### config.mk
export PLATFORM = sky130hd
export DESIGN_NAME = pin_function_and_powerdown
export DESIGN_NICKNAME = d
export VERILOG_FILES = /design/src/rtl/pin_function_and_powerdown.v /design/src/rtl/level_sync.v /design/src/rtl/self_test_check.v
export VERILOG_INCLUDE_DIRS = /design/src /design/src/rtl
export SDC_FILE = /design/constraint.sdc
export NUM_CORES = 1
export LEC_CHECK = 0
export BUFFER_PORTS_ARGS = -buffer_cell sky130_fd_sc_hd__buf_2
export CORE_ASPECT_RATIO = 0.6
export CORE_MARGIN = 3
export CORE_UTILIZATION = 37
export CTS_CLUSTER_DIAMETER = 60
export DETAILED_ROUTE_END_ITERATION = 10
export PLACE_DENSITY_LB_ADDON = 0.2
export SYNTH_ARGS = -nofsm -noshare
export SYNTH_HDL_FRONTEND = slang
export SYNTH_SLANG_ARGS = --single-unit
### constraint.sdc
create_clock -name core_clk_in -period 1.92 [get_ports core_clk_in]
set_input_delay 0.192 -clock core_clk_in [delete_from_list [all_inputs] [get_ports core_clk_in]]
set_output_delay 0.192 -clock core_clk_in [all_outputs]
set_load 0.01 [all_outputs]
### src/rtl/pin_function_map.vh
`ifndef PIN_FUNCTION_MAP_VH
`define PIN_FUNCTION_MAP_VH

// function select codes for the gp and register-only pins
`define SEL_GPIO 1'b0
`define SEL_AUDIO 1'b1
// self-test clock source select levels
`define SELF_TEST_CLK_PIXEL 1'b0
`define SELF_TEST_CLK_33M 1'b1
// shared pin function select
`define SHARED_PIN_INT 1'b0
`define SHARED_PIN_SELF_TEST 1'b1
// reset values
`define GP_OUT_RESET 5'h00
`define REG_ONLY_OUT_RESET 4'h0
`define FAST_OE_RESET 4'h0
// bit positions of the slave audio roles on the register-only pins
`define AUD_DB_BIT 0
`define AUD_DA_BIT 1
`define AUD_WC_BIT 2
`define AUD_CLK_BIT 3
// power-up sequencer states
`define ST_DOWN 2'h0
`define ST_WAKE 2'h1
`define ST_RUN 2'h2

`endif

### src/rtl/pin_function_and_powerdown.v
`timescale 1ns/1ps
`include "pin_function_map.vh"

module pin_function_and_powerdown (
    // clock and reset
    input wire core_clk_in,
    input wire sys_rst_in,
    // power-down and straps from the host side pins
    input wire power_down_n_input_in,
    input wire config_strap_a_in,
    input wire config_strap_b_in,
    // self-test pins
    input wire self_test_enable_input_in,
    input wire shared_pin_in,
    input wire self_test_error_in,
    // register-side configuration
    input wire shared_pin_sel_in,
    input wire int_pulldown_req_in,
    input wire dual_link_in,
    input wire [4:0] gp_sel_in,
    input wire [4:0] gp_data_in,
    input wire [4:0] gp_dir_in,
    input wire [3:0] fast_sel_in,
    input wire [3:0] fast_data_in,
    input wire [3:0] fast_dir_in,
    input wire [3:0] spi_data_in,
    input wire [3:0] spi_dir_in,
    input wire [3:0] reg_only_sel_in,
    input wire [3:0] reg_only_data_in,
    // audio sources from the audio block
    input wire [4:0] gp_audio_in,
    input wire audio_slave_word_clock_in,
    input wire audio_slave_bit_clock_in,
    input wire audio_slave_data_a_in,
    input wire audio_slave_data_b_in,
    // gp pins: bit order zero, one, two, three, nine
    input wire [4:0] gp_pin_in,
    output reg [4:0] gp_pin_out,
    output reg [4:0] gp_pin_oe_out,
    // fast pins: bit order zero to three
    input wire [3:0] fast_pin_in,
    output reg [3:0] fast_pin_out,
    output reg [3:0] fast_pin_oe_out,
    // register-only pins: bit order five to eight
    output reg [3:0] reg_only_pin_out,
    output reg [3:0] reg_only_pin_oe_out,
    // shared interrupt pin drive
    output reg interrupt_input_n_out,
    output reg interrupt_input_n_oe_out,
    // status
    output reg enabled_out,
    output reg pll_run_out,
    output reg self_test_mode_out,
    output reg self_test_clk_sel_out,
    output reg interrupt_req_out,
    output reg pass_out,
    output reg [1:0] strap_cfg_out,
    output reg [4:0] gp_pin_level_out,
    output reg [3:0] fast_pin_level_out
);
    // pin levels are asynchronous to the recovered clock
    wire [4:0] ctl_sync;
    wire [4:0] gp_sync;
    wire [3:0] fast_sync;
    wire pd_n_s;
    wire strap_a_s;
    wire strap_b_s;
    wire bist_en_s;
    wire shared_s;
    wire pass_w;

    reg [1:0] state_r;
    reg [1:0] state_nxt;
    reg run_r;
    reg [1:0] strap_r;

    level_sync #(.WIDTH(5)) ctl_sync_u (
        .core_clk_in(core_clk_in),
        .sys_rst_in(sys_rst_in),
        .async_in({power_down_n_input_in, config_strap_a_in,
            config_strap_b_in, self_test_enable_input_in, shared_pin_in}),
        .sync_out(ctl_sync)
    );

    level_sync #(.WIDTH(9)) pin_sync_u (
        .core_clk_in(core_clk_in),
        .sys_rst_in(sys_rst_in),
        .async_in({gp_pin_in, fast_pin_in}),
        .sync_out({gp_sync, fast_sync})
    );

    assign pd_n_s = ctl_sync[4];
    assign strap_a_s = ctl_sync[3];
    assign strap_b_s = ctl_sync[2];
    assign bist_en_s = ctl_sync[1];
    assign shared_s = ctl_sync[0];

    // wake state gives one cycle where everything but strap_cfg_out (holds strap_r) and the interrupt pull-down is forced to defaults
    always @* begin
        state_nxt = state_r;
        case (state_r)
            `ST_DOWN: begin
                if (pd_n_s)
                    state_nxt = `ST_WAKE;
            end
            `ST_WAKE: begin
                state_nxt = pd_n_s ? `ST_RUN : `ST_DOWN;
            end
            `ST_RUN: begin
                if (!pd_n_s)
                    state_nxt = `ST_DOWN;
            end
            default: begin
                state_nxt = `ST_DOWN;
            end
        endcase
    end

    always @(posedge core_clk_in or posedge sys_rst_in) begin
        if (sys_rst_in) begin
            state_r <= `ST_DOWN;
            run_r <= 1'b0;
            strap_r <= 2'h0;
        end else begin
            state_r <= state_nxt;
            run_r <= (state_nxt == `ST_RUN);
            // straps caught once at each release and held through power-down until the next release
            if (state_r == `ST_WAKE)
                strap_r <= {strap_b_s, strap_a_s};
        end
    end

    self_test_check check_u (
        .core_clk_in(core_clk_in),
        .sys_rst_in(sys_rst_in),
        .run_in(run_r),
        .enable_in(bist_en_s),
        .error_in(self_test_error_in),
        .pass_out(pass_w)
    );

    // pin muxing; outputs reset to defaults and float while down, except strap_cfg_out (holds strap_r) and the interrupt pull-down
    always @(posedge core_clk_in or posedge sys_rst_in) begin
        if (sys_rst_in) begin
            gp_pin_out <= `GP_OUT_RESET;
            gp_pin_oe_out <= 5'h00;
            fast_pin_out <= 4'h0;
            fast_pin_oe_out <= `FAST_OE_RESET;
            reg_only_pin_out <= `REG_ONLY_OUT_RESET;
            reg_only_pin_oe_out <= 4'h0;
            interrupt_input_n_out <= 1'b0;
            interrupt_input_n_oe_out <= 1'b0;
            enabled_out <= 1'b0;
            pll_run_out <= 1'b0;
            self_test_mode_out <= 1'b0;
            self_test_clk_sel_out <= `SELF_TEST_CLK_PIXEL;
            interrupt_req_out <= 1'b0;
            pass_out <= 1'b1;
            strap_cfg_out <= 2'h0;
            gp_pin_level_out <= 5'h00;
            fast_pin_level_out <= 4'h0;
        end else if (!run_r) begin
            gp_pin_out <= `GP_OUT_RESET;
            gp_pin_oe_out <= 5'h00;
            fast_pin_out <= 4'h0;
            fast_pin_oe_out <= `FAST_OE_RESET;
            reg_only_pin_out <= `REG_ONLY_OUT_RESET;
            reg_only_pin_oe_out <= 4'h0;
            interrupt_input_n_out <= 1'b0;
            // only the interrupt pin may pull low while powered down
            interrupt_input_n_oe_out <= !pd_n_s && int_pulldown_req_in;
            enabled_out <= 1'b0;
            pll_run_out <= 1'b0;
            self_test_mode_out <= 1'b0;
            self_test_clk_sel_out <= `SELF_TEST_CLK_PIXEL;
            interrupt_req_out <= 1'b0;
            pass_out <= 1'b1;
            strap_cfg_out <= strap_r;
            gp_pin_level_out <= 5'h00;
            fast_pin_level_out <= 4'h0;
        end else begin
            enabled_out <= 1'b1;
            pll_run_out <= 1'b1;
            strap_cfg_out <= strap_r;
            self_test_mode_out <= bist_en_s;
            interrupt_input_n_out <= 1'b0;
            interrupt_input_n_oe_out <= 1'b0;
            // shared pin: interrupt by default, clock select on request
            if (shared_pin_sel_in == `SHARED_PIN_SELF_TEST) begin
                interrupt_req_out <= 1'b0;
                self_test_clk_sel_out <= shared_s;
            end else begin
                interrupt_req_out <= !shared_s;
                self_test_clk_sel_out <= `SELF_TEST_CLK_PIXEL;
            end
            pass_out <= pass_w;
            // gp pins: gpio by default, audio role by select
            gp_pin_out <= (gp_sel_in & gp_audio_in)
                | (~gp_sel_in & gp_data_in);
            gp_pin_oe_out <= gp_sel_in | gp_dir_in;
            gp_pin_level_out <= gp_sync;
            // fast pins only work with both links up
            if (dual_link_in) begin
                fast_pin_out <= (fast_sel_in & spi_data_in)
                    | (~fast_sel_in & fast_data_in);
                fast_pin_oe_out <= (fast_sel_in & spi_dir_in)
                    | (~fast_sel_in & fast_dir_in);
                fast_pin_level_out <= fast_sync;
            end else begin
                fast_pin_out <= 4'h0;
                fast_pin_oe_out <= `FAST_OE_RESET;
                fast_pin_level_out <= 4'h0;
            end
            // register-only pins are outputs driven low unless set
            reg_only_pin_oe_out <= 4'hf;
            reg_only_pin_out[`AUD_DB_BIT] <= reg_only_sel_in[`AUD_DB_BIT] ?
                audio_slave_data_b_in : reg_only_data_in[`AUD_DB_BIT];
            reg_only_pin_out[`AUD_DA_BIT] <= reg_only_sel_in[`AUD_DA_BIT] ?
                audio_slave_data_a_in : reg_only_data_in[`AUD_DA_BIT];
            reg_only_pin_out[`AUD_WC_BIT] <= reg_only_sel_in[`AUD_WC_BIT] ?
                audio_slave_word_clock_in : reg_only_data_in[`AUD_WC_BIT];
            // bit clock needs the jitter cleaner off upstream
            reg_only_pin_out[`AUD_CLK_BIT] <= reg_only_sel_in[`AUD_CLK_BIT] ?
                audio_slave_bit_clock_in : reg_only_data_in[`AUD_CLK_BIT];
        end
    end
endmodule // pin_function_and_powerdown

### src/rtl/level_sync.v
`timescale 1ns/1ps
// two-flop synchroniser for a bus of pin levels
module level_sync #(
    parameter WIDTH = 1
) (
    // clock and reset
    input wire core_clk_in,
    input wire sys_rst_in,
    // levels
    input wire [WIDTH-1:0] async_in,
    output reg [WIDTH-1:0] sync_out
);
    reg [WIDTH-1:0] meta_r;

    always @(posedge core_clk_in or posedge sys_rst_in) begin
        if (sys_rst_in) begin
            meta_r <= {WIDTH{1'b0}};
            sync_out <= {WIDTH{1'b0}};
        end else begin
            meta_r <= async_in;
            sync_out <= meta_r;
        end
    end
endmodule // level_sync

### src/rtl/self_test_check.v
`timescale 1ns/1ps
// sticky self-test error tracker; pass is high until an error is seen
module self_test_check (
    // clock and reset
    input wire core_clk_in,
    input wire sys_rst_in,
    // control
    input wire run_in,
    input wire enable_in,
    input wire error_in,
    // status
    output reg pass_out
);
    always @(posedge core_clk_in or posedge sys_rst_in) begin
        if (sys_rst_in) begin
            pass_out <= 1'b1;
        end else if (!run_in || !enable_in) begin
            pass_out <= 1'b1;
        end else if (error_in) begin
            pass_out <= 1'b0;
        end
    end
endmodule // self_test_check

==> summary.md <==
| Metric | Value |
|---|---|
| Grt ovf | 0 |
| TritonCTS clock tree | yes |
| R2r worst-path depth | 3 |
| Worst reg2reg path endpoint | check_u.pass_out |
| Setup crit end kind | primary output |
| I/O Buffers | 115 |
| Pin count of the biggest net entering global routing | 74 |
| First-pass GRT wire length | 7070 um |
| CTS Hold Buffers Added | 16 |
| Register area share after synthesis | 0.769 |
| Setup violators final | 0 |
| Hold Crit Class | in2reg |
| H-tree levels | 3 |
| Total power | 3.32 mW |
| Number of synthesized register bits | 73 |
| Syn Inst Count | 147 |
| CTS root buf | clkbuf_8 |
| Via density | between 4 and 5 |
| Fin Hold WS | 33.2 ps |
| Post-route clock period utilization | 0.610 |
| Chip Width | ~110 um |
| Total Wirelength | 4750 um |
| Via count | roughly 1600 |
| Ports | 117 |
| Post-synth net total | 219 |
| Min Tclk post-route | 1170 ps |
| Final WS setup | 749 ps |
| Pwr Density | 978 nW/um^2 |
| Register area | around 1800 um^2 |
| CP endpoint | pass_out |
| Worst IR Drop VDD | 0.000504 V |
| CTS clk-pin slew, worst paths | 80 ps |
| DRT Pass-1 Iters | 3 |
| Delay-heaviest family, CP | flip-flops |
| Layout cell share with drive strength beyond 1 | 0.491 |
| Rows | 21 |
| Clock Tree Buf Depth | 2 |
| Dpl ws | 864 ps |
| Worst path max stage delay | 520 ps |
| Commonest non-fill, non-tap cell in the layout | buf_2 |
| Fillers | 491 |
| Antenna violations before repair | 0 |
| Critical Path RT | 1730 ps |
| CP bufs+invs | 1 |
| Worst-path fanout max | 1 |
| Syn Area/Cell | 16.2 um^2 |
| Fin. Hold Viols | 0 |
| Die Y | between 60 and 70 um |
| Die area | 7460 um^2 |
| Core area | slightly below 6000 um^2 |
| RSZ-0062 raised after global routing | false |
| Slew Viols, Final | 0 |
| Setup TNS | 0 ps |
| Vias in the first global route | 1519 |
| Crit path arrival time | between 900 and 1000 ps |
| Worst setup path class | reg2out |
| CP Launch Point | pass_out |
| Overall Global Routing Usage | 0.132 |
| Detailed-placement wirelength estimate | around 3400 um |
| Routability cong. | approximately 0.64 |
| Outcome | finished, final reports clean |
| Worst reg-to-reg setup slack | 870 ps |
| Pleak | about 1.9 nW |
| DRC viols | 0 |
| Crit-path cells | buf_2 |
| Slowest stage cell, crit path | dfstp_2 |
| Setup Skew | 6.25 ps |
| Mapped cell area | 2380 um^2 |
| Multi-input logic area | 474 um^2 |
| Max Cap Viol | 0 |
| Drt wl/cell | between 10 and 15 um |
| CTS Buf Count | 9 |
| Initial Utilization | 0.404 |
| Post-CTS Setup Inserts | 0 |
| Remaining antenna violation count | 0 |
| Max Freq | between 0.8 and 0.9 GHz |
| Levels on crit path | 1 |
| Final #Nets | 354 |
| 1st-iter DRT viols | 48 |
| Worst-skew pair later-pin latency | 340 ps |
| Post_cts resized | 0 |
| Most frequent cells in the layout | 115 x buf_2, 71 x dfrtp_1, 17 x mux2i_1 |
| Antenna diode count | 0 |
| CTS sink cnt | 73 |
| Area delta synth->final | 42.8% |
| Worst r2r src | run_r |
| Worst setup SP type | register |
| Yosys warns | 0 |
| Count of different cell masters after synthesis | 22 |
[state kept, by name, indices dropped and copies added (netlist names)]
register	cells
gp_pin_out	5
ctl_sync_u.sync_out	5
fast_pin_out	4
pin_sync_u.meta_r	9
gp_pin_level_out	5
fast_pin_level_out	4
fast_pin_oe_out	4
gp_pin_oe_out	5
self_test_mode_out	1
run_r	1
state_r	2
pass_out	1
ctl_sync_u.meta_r	5
interrupt_input_n_oe_out	1
reg_only_pin_oe_out	1
strap_r	2
self_test_clk_sel_out	1
pin_sync_u.sync_out	9
interrupt_req_out	1
strap_cfg_out	2
check_u.pass_out	1
reg_only_pin_out	4
[area by class of cell]
| type | instances | share of cell area |
|---|---|---|
| clock buffer | 9 | 0.0365 |
| clock inverter | 7 | 0.0280 |
| inverter | 2 | 0.00331 |
| multi-input combinational | 63 | 0.140 |
| sequential | 73 | 0.538 |
| tap | 80 | 0.0295 |
| timing repair buffer | 133 | 0.225 |
[through the flow]
stage	area, um^2	std cells	util
floorplan	2380	147	-
global placement	3020	335	0.513
detailed placement	3020	335	0.513
CTS	3400	367	0.577
global route	3400	367	0.577
finish	3400	367	0.577
[how the worst min path moves through the flow]
stage               slack [ps]  depth (start not counted)             startpoint                    to
finish                      30                          2      shared_pin_sel_in     interrupt_req_out
global route                20                          2      shared_pin_sel_in     interrupt_req_out
CTS                         20                          2      shared_pin_sel_in     interrupt_req_out
detailed placement         300                          1         fast_pin_in[3]  pin_sync_u.meta_r[3]
global placement           300                          1  power_down_n_input_in  ctl_sync_u.meta_r[4]
floorplan                  220                          0          shared_pin_in  ctl_sync_u.meta_r[0]
[where the power goes]
part           leakage, nW  internal, mW  total, mW  switching, mW
Clock                0.109         0.730       1.28          0.546
Combinational        0.831         0.191      0.360          0.169
Sequential           0.925          1.64       1.68         0.0398
Total                 1.86          2.57       3.32          0.756
[cells in the mapped netlist (all sizes together)]
cell type,n,area (um^2)
dfrtp,71,1780
nor3b,3,27.5
inv,2,7.51
conb,1,3.75
o21ai,1,5.00
and2,6,37.5
clkbuf,1,3.75
mux2i,17,170
mux2,2,30.0
a21boi,2,15.0
nand2b,2,20.0
o21a,5,37.5
nor2,8,30.0
nand2,2,10.0
nor2b,9,56.3
dfstp,2,52.6
and3,5,31.3
buf,8,63.8
[cell families after synthesis]
kind of cell / Yosys count / synth area share
flip-flops: 73 / 0.769
AND/OR/NAND/NOR: 35 / 0.0894
AO/OA/AOI/OAI: 8 / 0.0242
buffers and inverters: 11 / 0.0316
other: 1 / 0.00158
multiplexers: 19 / 0.0842
[metal layers]
metal / wire (um) / vias up / share of wire / track usage
met5: 0 / - / 0 / 0
li1: - / 740 / - / -
met2: 2250 / 70 / 0.47 / 0.208
met1: 1940 / 740 / 0.41 / 0.152
met3: 538 / 4 / 0.11 / 0.0801
met4: 17 / 0 / 0.0036 / 0.0373
Power figures use the tool's default switching activity.
